File: src/design/dpl_pkg.sv
// dual probe position latch: constants, types and object map
//
// Notes on behaviour
// - control word low byte configures channel 1, high byte channel 2.
// - a channel works only while its enable bit (0 or 8) is one.
// - trigger-mode bit 1/9 zero latches first trigger only, one latches every trigger.
// - source bit 2/10 zero picks the external latch input, one the internal pulse.
// - rising edges capture only while bit 4/12 is one.
// - falling edges capture only while bit 5/13 is one.
// - status word low byte reports channel 1, high byte channel 2.
// - status bit 0/8 shows whether the channel is enabled.
// - status bit 1/9 is set once a rising-edge capture happened.
// - status bit 2/10 is set once a falling-edge capture happened.
// - internal selector zero picks Z-phase output, one picks timing pulse.
// - with the external trigger, capture source zero is feedback, one is command.
// - Z-phase trigger captures feedback, timing pulse captures command position.
// - selection settings exist per axis, axis number 1 to 4 in sub-index.
// - rising and falling captures sit in separate read-only signed 32-bit registers.
// - timing pulse output gives one pulse per 7.2 degrees of shaft rotation.
package dpl_pkg;

  localparam int NUM_AXES = 4;
  localparam int NUM_CH   = 2;
  localparam int AX_W     = 2;
  localparam int CH_BITS  = 8;
  localparam int POS_W    = 32;

  // object indices
  localparam logic [15:0] IDX_CAPSRC1   = 16'h44b0;
  localparam logic [15:0] IDX_CAPSRC2   = 16'h44b1;
  localparam logic [15:0] IDX_INTSEL1   = 16'h44b2;
  localparam logic [15:0] IDX_INTSEL2   = 16'h44b3;
  localparam logic [15:0] IDX_CTRL      = 16'h60b8;
  localparam logic [15:0] IDX_STATUS    = 16'h60b9;
  localparam logic [15:0] IDX_POS1_RISE = 16'h60ba;
  localparam logic [15:0] IDX_POS1_FALL = 16'h60bb;
  localparam logic [15:0] IDX_POS2_RISE = 16'h60bc;
  localparam logic [15:0] IDX_POS2_FALL = 16'h60bd;
  localparam logic [7:0]  AXIS_FIRST    = 8'h01;
  localparam logic [7:0]  AXIS_LAST     = 8'h04;

  // per-channel control and status bit positions
  localparam int CTL_ENABLE = 0;
  localparam int CTL_CONT   = 1;
  localparam int CTL_SRC    = 2;
  localparam int CTL_RISE   = 4;
  localparam int CTL_FALL   = 5;
  localparam int ST_ENABLED = 0;
  localparam int ST_RISE    = 1;
  localparam int ST_FALL    = 2;
  localparam logic [7:0]  CTL_USED_MASK = 8'h37;

  // values after reset
  localparam logic [15:0] CTRL_RESET = 16'h0000;
  localparam logic [7:0]  SEL_RESET  = 8'h00;

  // timing pulse: one period per 7.2 degrees at the default resolution
  localparam int STEPS_PER_REV  = 10000;
  localparam int TIM_DEG_X10    = 72;
  localparam int TURN_DEG_X10   = 3600;
  localparam int STEPS_PER_TIM  = STEPS_PER_REV * TIM_DEG_X10 / TURN_DEG_X10;
  localparam int TIM_RES_W      = 8;

  typedef logic signed [POS_W-1:0] dpl_pos_type;

  function automatic logic dpl_axis_ok(input logic [7:0] sub);
    return (sub >= AXIS_FIRST) && (sub <= AXIS_LAST);
  endfunction

  function automatic logic [AX_W-1:0] dpl_axis_of(input logic [7:0] sub);
    logic [7:0] idx;
    idx = sub - AXIS_FIRST;
    return idx[AX_W-1:0];
  endfunction

endpackage

File: src/design/dpl_chan_if.sv
// dual probe position latch: signals between the object block and one channel
`timescale 1ns/1ps
interface dpl_chan_if;
  import dpl_pkg::*;
  logic [CH_BITS-1:0] ctrl;
  logic               cap_src;
  logic               int_sel;
  logic               ext_in;
  logic               zsg_in;
  logic               tim_in;
  dpl_pos_type        fb_pos;
  dpl_pos_type        cmd_pos;
  logic [CH_BITS-1:0] status;
  dpl_pos_type        pos_rise;
  dpl_pos_type        pos_fall;

  modport owner (output ctrl, cap_src, int_sel, ext_in, zsg_in, tim_in, fb_pos, cmd_pos,
                 input status, pos_rise, pos_fall);
  modport chan  (input ctrl, cap_src, int_sel, ext_in, zsg_in, tim_in, fb_pos, cmd_pos,
                 output status, pos_rise, pos_fall);
endinterface

File: src/design/dpl_probe_chan.sv
// dual probe position latch: one probe channel, trigger edges and captures
`timescale 1ns/1ps
module dpl_probe_chan
  import dpl_pkg::*;
(
  // clock and reset
  input wire logic clk,
  input wire logic rstn,
  // owner side
  dpl_chan_if.chan ch
);
  logic        ext_meta_q, ext_sync_q, zsg_meta_q, zsg_sync_q;
  logic        trig, trig_q, rise_edge, fall_edge, take_rise, take_fall;
  logic        en, cont, src, rise_en, fall_en, rise_flag_q, fall_flag_q;
  dpl_pos_type sel_pos, pos_rise_q, pos_fall_q;

  assign en      = ch.ctrl[CTL_ENABLE];
  assign cont    = ch.ctrl[CTL_CONT];
  assign src     = ch.ctrl[CTL_SRC];
  assign rise_en = ch.ctrl[CTL_RISE];
  assign fall_en = ch.ctrl[CTL_FALL];

  ////////////////////////////////////////////////////////////////////////////////
  // pins come from outside the clock domain
  always_ff @(posedge clk or negedge rstn) begin
    if (!rstn) begin
      ext_meta_q <= 1'b0;
      ext_sync_q <= 1'b0;
      zsg_meta_q <= 1'b0;
      zsg_sync_q <= 1'b0;
    end else begin
      ext_meta_q <= ch.ext_in;
      ext_sync_q <= ext_meta_q;
      zsg_meta_q <= ch.zsg_in;
      zsg_sync_q <= zsg_meta_q;
    end
  end

  assign trig = src ? (ch.int_sel ? ch.tim_in : zsg_sync_q) : ext_sync_q;
  assign sel_pos = src ? (ch.int_sel ? ch.cmd_pos : ch.fb_pos)
                       : (ch.cap_src ? ch.cmd_pos : ch.fb_pos);

  // trigger history runs while disabled, so enabling with an unchanged source never fakes an edge
  always_ff @(posedge clk or negedge rstn) begin
    if (!rstn) trig_q <= 1'b0;
    else       trig_q <= trig;
  end

  assign rise_edge = trig & ~trig_q;
  assign fall_edge = ~trig & trig_q;
  assign take_rise = en && rise_en && rise_edge && (cont || !rise_flag_q);
  assign take_fall = en && fall_en && fall_edge && (cont || !fall_flag_q);

  ////////////////////////////////////////////////////////////////////////////////
  always_ff @(posedge clk or negedge rstn) begin
    if (!rstn) begin
      rise_flag_q <= 1'b0;
      fall_flag_q <= 1'b0;
    end else if (!en) begin
      rise_flag_q <= 1'b0;
      fall_flag_q <= 1'b0;
    end else begin
      if (take_rise) rise_flag_q <= 1'b1;
      if (take_fall) fall_flag_q <= 1'b1;
    end
  end

  always_ff @(posedge clk or negedge rstn) begin
    if (!rstn) begin
      pos_rise_q <= '0;
      pos_fall_q <= '0;
    end else begin
      if (take_rise) pos_rise_q <= sel_pos;
      if (take_fall) pos_fall_q <= sel_pos;
    end
  end

  always_comb begin
    ch.status             = '0;
    ch.status[ST_ENABLED] = en;
    ch.status[ST_RISE]    = rise_flag_q;
    ch.status[ST_FALL]    = fall_flag_q;
  end
  assign ch.pos_rise = pos_rise_q;
  assign ch.pos_fall = pos_fall_q;
endmodule // dpl_probe_chan

File: src/design/dpl_probe_latch.sv
// dual probe position latch: object access, per-axis settings, timing pulse, channels
`timescale 1ns/1ps
module dpl_probe_latch
  import dpl_pkg::*;
(
  // clock and reset
  input  wire logic                     clk,
  input  wire logic                     rstn,
  // object access port
  input  wire logic [15:0]              obj_index,
  input  wire logic [7:0]               obj_sub,
  input  wire logic                     obj_wr,
  input  wire logic                     obj_rd,
  input  wire logic [31:0]              obj_wdata,
  output logic      [31:0]              obj_rdata,
  output logic                          obj_ack,
  output logic                          obj_err,
  // per-axis positions from the motion core
  input  wire logic [NUM_AXES-1:0][31:0] feedback_pos,
  input  wire logic [NUM_AXES-1:0][31:0] command_pos,
  // per-axis trigger pins
  input  wire logic [NUM_AXES-1:0]      probe1_external_latch_in,
  input  wire logic [NUM_AXES-1:0]      probe2_external_latch_in,
  input  wire logic [NUM_AXES-1:0]      zphase_sync_out,
  // per-axis timing pulse
  output logic      [NUM_AXES-1:0]      timing_pulse_out
);
  import dpl_pkg::*;

  localparam logic [TIM_RES_W-1:0] TIM_MOD  = TIM_RES_W'(STEPS_PER_TIM);
  localparam logic [TIM_RES_W-1:0] TIM_HALF = TIM_RES_W'(STEPS_PER_TIM / 2);

  logic [15:0]          ctrl_q   [NUM_AXES];
  logic [7:0]           capsrc_q [NUM_AXES][NUM_CH];
  logic [7:0]           intsel_q [NUM_AXES][NUM_CH];
  logic [CH_BITS-1:0]   ch_status[NUM_AXES][NUM_CH];
  dpl_pos_type          ch_rise  [NUM_AXES][NUM_CH];
  dpl_pos_type          ch_fall  [NUM_AXES][NUM_CH];

  logic [NUM_AXES-1:0]  tim_seed_q;
  dpl_pos_type          tim_prev_q [NUM_AXES];
  logic [TIM_RES_W-1:0] tim_res_q  [NUM_AXES];
  logic [TIM_RES_W-1:0] tim_res_d  [NUM_AXES];
  logic [NUM_AXES-1:0]  tim_q;

  logic [AX_W-1:0]      axis;
  logic                 axis_ok, known, read_only, bad, wr_ok;
  logic [31:0]          rd_d;
  logic [31:0]          rdata_q;
  logic                 ack_q, err_q;

  // keeps the residue in 0..STEPS_PER_TIM-1; assumes under one period of motion per cycle
  function automatic logic [TIM_RES_W-1:0] tim_wrap(input logic [TIM_RES_W-1:0] res,
                                                    input dpl_pos_type delta);
    dpl_pos_type sum;
    sum = $signed({{(POS_W-TIM_RES_W){1'b0}}, res}) + delta;
    if (sum >= STEPS_PER_TIM) sum = sum - STEPS_PER_TIM;
    else if (sum < 0)         sum = sum + STEPS_PER_TIM;
    return sum[TIM_RES_W-1:0];
  endfunction

  ////////////////////////////////////////////////////////////////////////////////
  // object decode
  always_comb begin
    axis      = dpl_axis_of(obj_sub);
    axis_ok   = dpl_axis_ok(obj_sub);
    known     = 1'b1;
    read_only = 1'b0;
    rd_d      = '0;
    case (obj_index)
      IDX_CAPSRC1:   rd_d = {24'h000000, capsrc_q[axis][0]};
      IDX_CAPSRC2:   rd_d = {24'h000000, capsrc_q[axis][1]};
      IDX_INTSEL1:   rd_d = {24'h000000, intsel_q[axis][0]};
      IDX_INTSEL2:   rd_d = {24'h000000, intsel_q[axis][1]};
      IDX_CTRL:      rd_d = {16'h0000, ctrl_q[axis]};
      IDX_STATUS: begin
        rd_d      = {16'h0000, ch_status[axis][1], ch_status[axis][0]};
        read_only = 1'b1;
      end
      IDX_POS1_RISE: begin
        rd_d      = ch_rise[axis][0];
        read_only = 1'b1;
      end
      IDX_POS1_FALL: begin
        rd_d      = ch_fall[axis][0];
        read_only = 1'b1;
      end
      IDX_POS2_RISE: begin
        rd_d      = ch_rise[axis][1];
        read_only = 1'b1;
      end
      IDX_POS2_FALL: begin
        rd_d      = ch_fall[axis][1];
        read_only = 1'b1;
      end
      default: known = 1'b0;
    endcase
    bad   = !axis_ok || !known || (obj_wr && read_only);
    wr_ok = obj_wr && !bad;
  end

  ////////////////////////////////////////////////////////////////////////////////
  // settings; reserved control bits are stored as zero whatever the host sends
  always_ff @(posedge clk or negedge rstn) begin
    if (!rstn) begin
      for (int a = 0; a < NUM_AXES; a++) ctrl_q[a] <= CTRL_RESET;
    end else if (wr_ok && obj_index == IDX_CTRL) begin
      ctrl_q[axis] <= obj_wdata[15:0] & {CTL_USED_MASK, CTL_USED_MASK};
    end
  end

  always_ff @(posedge clk or negedge rstn) begin
    if (!rstn) begin
      for (int a = 0; a < NUM_AXES; a++) begin
        for (int c = 0; c < NUM_CH; c++) begin
          capsrc_q[a][c] <= SEL_RESET;
          intsel_q[a][c] <= SEL_RESET;
        end
      end
    end else if (wr_ok) begin
      case (obj_index)
        IDX_CAPSRC1: capsrc_q[axis][0] <= obj_wdata[7:0];
        IDX_CAPSRC2: capsrc_q[axis][1] <= obj_wdata[7:0];
        IDX_INTSEL1: intsel_q[axis][0] <= obj_wdata[7:0];
        IDX_INTSEL2: intsel_q[axis][1] <= obj_wdata[7:0];
        default: ;
      endcase
    end
  end

  // one answer cycle after every access; bad accesses read zero
  always_ff @(posedge clk or negedge rstn) begin
    if (!rstn) begin
      ack_q   <= 1'b0;
      err_q   <= 1'b0;
      rdata_q <= '0;
    end else begin
      ack_q   <= obj_rd || obj_wr;
      err_q   <= (obj_rd || obj_wr) && bad;
      rdata_q <= (obj_rd && !bad) ? rd_d : 32'h00000000;
    end
  end

  assign obj_ack   = ack_q;
  assign obj_err   = err_q;
  assign obj_rdata = rdata_q;

  ////////////////////////////////////////////////////////////////////////////////
  // timing pulse per axis: square wave, one period per STEPS_PER_TIM command steps
  for (genvar a = 0; a < NUM_AXES; a++) begin : g_tim
    assign tim_res_d[a] = tim_wrap(tim_res_q[a], $signed(command_pos[a]) - tim_prev_q[a]);

    // first cycle after reset only seeds the previous position
    always_ff @(posedge clk or negedge rstn) begin
      if (!rstn) begin
        tim_seed_q[a] <= 1'b0;
        tim_prev_q[a] <= '0;
        tim_res_q[a]  <= '0;
        tim_q[a]      <= 1'b0;
      end else begin
        tim_seed_q[a] <= 1'b1;
        tim_prev_q[a] <= $signed(command_pos[a]);
        if (tim_seed_q[a]) begin
          tim_res_q[a] <= tim_res_d[a];
          tim_q[a]     <= (tim_res_d[a] < TIM_HALF);
        end
      end
    end
  end

  assign timing_pulse_out = tim_q;

  ////////////////////////////////////////////////////////////////////////////////
  // eight channels, two per axis
  for (genvar a = 0; a < NUM_AXES; a++) begin : g_axis
    for (genvar c = 0; c < NUM_CH; c++) begin : g_ch
      dpl_chan_if ch_if ();

      assign ch_if.ctrl    = ctrl_q[a][c*CH_BITS +: CH_BITS];
      assign ch_if.cap_src = capsrc_q[a][c][0];
      assign ch_if.int_sel = intsel_q[a][c][0];
      assign ch_if.ext_in  = (c == 0) ? probe1_external_latch_in[a]
                                      : probe2_external_latch_in[a];
      assign ch_if.zsg_in  = zphase_sync_out[a];
      assign ch_if.tim_in  = tim_q[a];
      assign ch_if.fb_pos  = $signed(feedback_pos[a]);
      assign ch_if.cmd_pos = $signed(command_pos[a]);
      assign ch_status[a][c] = ch_if.status;
      assign ch_rise[a][c]   = ch_if.pos_rise;
      assign ch_fall[a][c]   = ch_if.pos_fall;

      dpl_probe_chan u_chan (
        .clk  (clk),
        .rstn (rstn),
        .ch   (ch_if.chan)
      );
    end
  end
endmodule // dpl_probe_latch

File: config.mk
export PLATFORM = sky130hd
export DESIGN_NAME = dpl_probe_latch
export DESIGN_NICKNAME = d
export VERILOG_FILES = /design/src/design/dpl_pkg.sv /design/src/design/dpl_chan_if.sv /design/src/design/dpl_probe_chan.sv /design/src/design/dpl_probe_latch.sv
export SDC_FILE = /design/constraint.sdc
export NUM_CORES = 2
export LEC_CHECK = 0
export BUFFER_PORTS_ARGS = -buffer_cell sky130_fd_sc_hd__buf_2
export CORE_UTILIZATION = 63
export CTS_CLUSTER_SIZE = 8
export DETAILED_ROUTE_END_ITERATION = 12
export GPL_ROUTABILITY_DRIVEN = 0
export PLACE_DENSITY = 0.88
export SYNTH_ARGS = -nofsm -noshare
export SYNTH_HDL_FRONTEND = slang
export SYNTH_HIERARCHICAL = 1
export SYNTH_SLANG_ARGS = --single-unit
File: constraint.sdc
create_clock -name clk -period 8.4 [get_ports clk]
set_clock_uncertainty 0.2 [all_clocks]
set_input_delay 0.42 -clock clk [delete_from_list [all_inputs] [get_ports clk]]
set_output_delay 0.42 -clock clk [all_outputs]
set_load 0.03 [all_outputs]
## Yosys cells after proc, flatten, opt, wreduce, memory -nomap -nowiden

Index checks and enable logic that the tools add are counted.
Widths: inputs -> output; s select.

| word-level totals | value |
|---|---|
| word-level logic and storage cells | 406 |
| register bits after elaboration | 951 |
| output and inout bits | 38 |
| bits of input ports | 328 |

| cells by class | value |
|---|---|
| bitwise operators | 33 |
| reduce and logical (&&, ||, !) cells | 99 |
| add/sub/neg operators | 17 |
| magnitude comparators | 16 |
| equal/unequal tests | 26 |
| mux-type cells | 115 |

Operator list:

| cell | number |
|---|---|
| $mux 32 | 25 |
| $bwmux 64 | 5 |
| $pmux 32 s10 | 1 |
| $bmux 64 s2 | 2 |
| $mux 64 | 4 |
| $pmux 64 s2 | 2 |
| $eq 16x15->1 const B | 10 |
| $mux 16 | 10 |
| $add 9x32->32 | 4 |
| $bmux 16 s2 | 4 |
| $ge 32x9->1 const B | 4 |
| $lt 32x1->1 const B | 4 |
| $sub 32x32->32 | 4 |
| $demux 16 s2 | 3 |
| $mux 8 | 9 |
| $logic_and 1x1->1 | 55 |
| $mux 1 | 50 |
| $add 8x7->8 const B | 4 |
| $lt 8x7->1 const B | 4 |
| $ne 2x1->1 const B | 16 |
| $sub 8x7->8 const B | 4 |
| $logic_not 1->1 | 19 |
| $logic_or 1x1->1 | 19 |
| $and 1x1->1 | 16 |
| 11 further kinds | 28 |

## Longest topological paths before layout

| depth | value |
|---|---|
| depth after elaboration | 9 |
| mapped depth | 19 |
| gate-level depth less buffers | 18 |

## Modules after synthesis

The synthesis kept the hierarchy.

By module, submodules not included:

| module | cells an instance | sequential area each (µm²) | area each (µm²) | instances |
|---|---|---|---|---|
| dpl_probe_latch | 2754 | 9183.8 | 28919.0 | 1 |
| dpl_probe_chan | 198 | 1776.7 | 3088.0 | 8 |

## Worst setup path after synthesis

Ideal clock, no wire load.

| timing path | value |
|---|---|
| kind | input-to-reg |
| start | input obj_sub[0] |
| end | register rdata_q[10], in the netlist obj_rdata[10] |
| slack | 3459 ps |
| setup time | 136 ps |
| stages on the path | 14 |
| required time | 8064 ps |
| arrival time | 4605 ps |
| buffers on the path | 9 |
| cells stage by stage | clkbuf_1 buf_2 buf_2 buf_1 buf_2 inv_1 ha_1 clkbuf_1 clkbuf_1 clkbuf_1 buf_1 mux4_2 a221oi_1 a21oi_1 |

| on the way | value |
|---|---|
| longest elaborated chain between the ends | 8 |
| elaborated cells between the ends (all ways) | 24 |
| those cells by class | add/sub (1); order compare (2); mux (14); bitwise (1); reduce/logical (6) |

RTL lines:

| item | RTL line | text |
|---|---|---|
| start: declaration | dpl_probe_latch.sv:11 | `input wire logic [7:0] obj_sub,` |
| parallel branches: the longest is 7 deep, another holds $sub 2x1->2 | - |  |
| $mux 32 (*) | dpl_probe_latch.sv:140 | `rdata_q <= (obj_rd && !bad) ? rd_d : 32'h00000000;` |
| end signal: assignment | dpl_probe_latch.sv:140 |  |
| end: declaration | dpl_probe_latch.sv:49 | `logic [31:0] rdata_q;` |

Every way passes the cells marked *. The select of a mux whose other input is x is not followed.
A chain may end at the register's enable or synchronous reset.

## Worst setup path in the final report

| timing path | value |
|---|---|
| start | input command_pos[97] in the netlist's numbering |
| end | register tim_res_q[5] in the netlist's numbering |

| on the way | value |
|---|---|
| longest elaborated chain between the ends | 5 |
| elaborated cells between the ends (all ways) | 8 |
| those cells by class | add/sub (4); order compare (2); mux (2) |

RTL lines:

| item | RTL line | text |
|---|---|---|
| start: declaration | dpl_probe_latch.sv:20 | `input wire logic [NUM_AXES-1:0][31:0] command_pos,` |
| $sub 32x32->32 (*) | dpl_probe_latch.sv:151 | `assign tim_res_d[a] = tim_wrap(tim_res_q[a], $signed(command_pos[a]) - tim_prev_q[a]);` |
| $add 9x32->32 (*) | dpl_probe_latch.sv:56 | `sum = $signed({{(POS_W-TIM_RES_W){1'b0}}, res}) + delta;` |
| $lt 32x1->1 / $add 8x7->8 (equally long branches) | dpl_probe_latch.sv:58 | `else if (sum < 0) sum = sum + STEPS_PER_TIM;` |
| $mux 8 | dpl_probe_latch.sv:58 |  |
| $mux 8 (*) | dpl_probe_latch.sv:57 | `if (sum >= STEPS_PER_TIM) sum = sum - STEPS_PER_TIM;` |
| end signal: indexed assignment | dpl_probe_latch.sv:164 | `tim_res_q[a] <= tim_res_d[a];` |
| end: declaration | dpl_probe_latch.sv:42 | `logic [TIM_RES_W-1:0] tim_res_q [NUM_AXES];` |

Mark *: on every way between the ends. The rest lies on a longest branch, timed or not.

==> results by group <==
STA
  • Post-layout minimum cycle time: about 5.6 ns
  • Setup repair after global routing missed its margin: false
  • Worst hold margin: about 0.028 ns
  • Rel. slew slack: 22.3%
  • Number of hold violations in the final report: 0
  • Final Max Slew Viols: 0
  • Transition at the pin with the smallest max-transition slack: 1.17 ns
  • Tcrit/Tclk final: 66.8%
  • Maximum clock rate: 0.178 GHz
  • Setup_tns: 0 ns
  • Endpoints failing setup: 0

Worst setup path
  • CP Cell Sequence: dlygate4sd3_1 -> buf_2 -> inv_1 -> fa_1 -> inv_1 -> ha_1 -> a21oi_1 -> nand4b_1 -> a211oi_1 -> o21ai_2 -> a2111oi_1 -> a311oi_2 -> xnor2_1 -> or4_4 -> nor3_2 -> o22ai_1 -> xnor2_1 -> mux2_2
  • Worst reg2reg path depth: 18
  • Critical path data arrival time: 6.05 ns
  • Type of the worst setup path: in -> reg
  • Cell family with the largest share of critical-path delay: compound AO/OA/AOI/OAI gates
  • Setup crit start kind: input port
  • Endpoint of the lowest-slack register-to-register path: g_axis[1].g_ch[0].ch_if.tim_in
  • R2R setup slack: between 2 and 3 ns
  • Highest cell delay on the worst timing path: 0.77 ns
  • Req. time, crit path: 8.84 ns
  • Crit path buf inv count: 4
  • Critical Path End Type: register
  • Max Fanout on Critical Path: 5
  • Worst R2R Start: tim_res_q[16]
  • Cell at the slowest stage of the critical path: sky130_fd_sc_hd__a2111oi_1

Place
  • Detailed-placement wirelength estimate: about 120000 µm
  • Port Buffer Count: ~350

Floorplan
  • Initial cell density of the core: between 60% and 70%
  • Core Area: approximately 0.084 mm²
  • I/O pins: 366
  • Die footprint: 0.0863 mm²
  • Horizontal die dimension: around 290 µm
  • Num rows: ~110
  • Die Y: between 200 and 300 µm

Status
  • Result of the run: finished clean

Min path
  • Class of the worst hold path: in -> reg
  • Critical hold path startpoint: obj_index[13]
  • Hold-critical path endpoint: obj_rdata[6]
  • Hold-critical path depth: 5

Pwr
  • Worst VDD drop: approximately 250 µV
  • P per Cell Area: around 240 mW/mm²
  • Lkg Pwr: ~0.03 µW

Cells and area
  • Net total in the final layout: about 5.5k
  • Share of layout cells above drive strength 1: 35.6%
  • Leading cell type in the layout, fill and taps excluded: sky130_fd_sc_hd__mux2_2
  • Growth of design area from synthesis to finish: 16.5%
  • Leading cell types in the layout, fill and taps excluded: sky130_fd_sc_hd__mux2_2 (949), sky130_fd_sc_hd__dfrtp_1 (934), sky130_fd_sc_hd__buf_2 (344)

Global routing
  • Largest net degree at the start of global routing: 206
  • Global-route wire length before repair: between 200000 and 300000 µm
  • Antenna violations before repair: 29
  • Overall fraction of global-route tracks in use: between 40% and 50%
  • Global route total overflow: 0
  • Number of global-route vias before repair: approximately 45k

Detailed routing
  • Count of routing violations after the opening detailed-route iteration: around 5.5k
  • Wire length per cell after detailed routing: 31.7 µm
  • Vias per inst: 7.04
  • DRC Markers: 0
  • Sum of routed wire length over all layers: 193000 µm
  • Detailed Routing Iterations Pass 1: 13
  • Remaining antenna violation count after routing: 0
  • Via total after detailed routing: about 43k

Clock network
  • Gates resized, CTS repair: 0
  • Worst skew pair latency: between 0.7 and 0.8 ns
  • Clock Tree Buf Depth: 3
  • Total CTS buffers: 135
  • CTS clock-pin slew for the worst setup and hold paths: 0.05 ns
  • TritonCTS clock tree: built
  • Total clock sinks: a little over 900
  • H-tree levels: 4
  • Clock root buffer master: sky130_fd_sc_hd__clkbuf_16

Synth
  • Synthesis warning total: 6
  • Synth Instances: 4337
  • Area of the mapped netlist: 0.0536 mm²
  • Average size of a mapped cell: 12.4 µm²

Run
  • Max Cap Viol: 0
## sequential cells by signal (all words and copies together) (netlist names)
signal,cells
g_axis.g_ch.u_chan/ch.pos_fall,256
g_axis.g_ch.u_chan/ch.pos_rise,256
tim_prev_q,128
capsrc_q,64
intsel_q,56
ctrl_q,40
obj_rdata,32
tim_res_q,32
g_axis.g_ch.ch_if.int_sel,8
g_axis.g_ch.u_chan/ext_meta_q,8
g_axis.g_ch.u_chan/ext_sync_q,8
g_axis.g_ch.u_chan/fall_flag_q,8
g_axis.g_ch.u_chan/rise_flag_q,8
g_axis.g_ch.u_chan/trig_q,8
g_axis.g_ch.u_chan/zsg_meta_q,8
g_axis.g_ch.u_chan/zsg_sync_q,8
g_axis.g_ch.ch_if.tim_in,4
obj_ack,1
obj_err,1
tim_seed_q,1
## area by class of cell
class / count / area [µm²]
Multi-Input combinational cell: 2864 / 27800
Inverter: 282 / 1060
Tap cell: 1134 / 1420
Sequential cell: 935 / 23400
Clock buffer: 145 / 3480
Timing Repair Buffer: 674 / 4980
Fill cell: 4771 / 21500
Clock inverter: 13 / 209
Antenna cell: 26 / 65.1
## worst reg2reg max path, cell delays in order, from the launching register on
cell,delay (ns)
sky130_fd_sc_hd__dfrtp_1,0.38
sky130_fd_sc_hd__inv_1,0.08
sky130_fd_sc_hd__ha_1,0.23
sky130_fd_sc_hd__inv_1,0.07
sky130_fd_sc_hd__ha_1,0.21
sky130_fd_sc_hd__inv_1,0.10
sky130_fd_sc_hd__fa_1,0.47
sky130_fd_sc_hd__nand2b_1,0.21
sky130_fd_sc_hd__a21oi_1,0.38
sky130_fd_sc_hd__a41oi_1,0.35
sky130_fd_sc_hd__o211ai_1,0.42
sky130_fd_sc_hd__a41oi_1,0.25
sky130_fd_sc_hd__o21ai_0,0.35
sky130_fd_sc_hd__nor2_1,0.09
sky130_fd_sc_hd__a221oi_1,0.51
sky130_fd_sc_hd__and2_1,0.34
sky130_fd_sc_hd__o22ai_1,0.14
sky130_fd_sc_hd__xnor2_1,0.21
sky130_fd_sc_hd__o32a_1,0.38
## through the flow
step                cell area, µm²  total power, µW  setup WS (ns)  util, %  instances
global route                 62400            15200           2.56     74.3       6056
detailed placement           55900             9260           2.84     66.6       5608
finish                       62500            14700           2.79     74.4       6073
CTS                          62400            14400           2.96     74.3       6047
floorplan                    53700             8170           3.46        -       4369
global placement             55900             9080           2.94     66.6       5608
## worst max path at each step
| stage | from | to | cells after the start |
|---|---|---|---|
| finish | command_pos[97] | tim_res_q[5] | 18 |
| global route | command_pos[65] | g_axis[2].g_ch[0].ch_if.tim_in | 17 |
| CTS | command_pos[97] | tim_res_q[5] | 18 |
| detailed placement | command_pos[100] | tim_res_q[6] | 17 |
| global placement | command_pos[100] | tim_res_q[5] | 17 |
| floorplan | obj_sub[0] | obj_rdata[10] | 14 |
## where the power goes
part / internal, µW / switching [µW] / leakage (µW) / total [µW]
Clock: 2920 / 2080 / 0.00180 / 5000
Sequential: 4720 / 142 / 0.0120 / 4860
Combinational: 1900 / 2930 / 0.0154 / 4840
## repair_timing
| action | in CTS | in global routing |
|---|---|---|
| buffers inserted | 0 | 0 |
| hold buffers | 281 | 0 |
| hold endpoints to repair | 829 | 0 |
## metal layers
metal / up-vias / part of all wire, % / track usage, %
li1: 16925 / - / -
met1: 20945 / 33 / 51.3
met2: 3562 / 44 / 67.0
met3: 1276 / 14 / 18.7
met4: 32 / 9.6 / 34.0
met5: - / 0.23 / 1.93
Power figures use the tool's default switching activity.
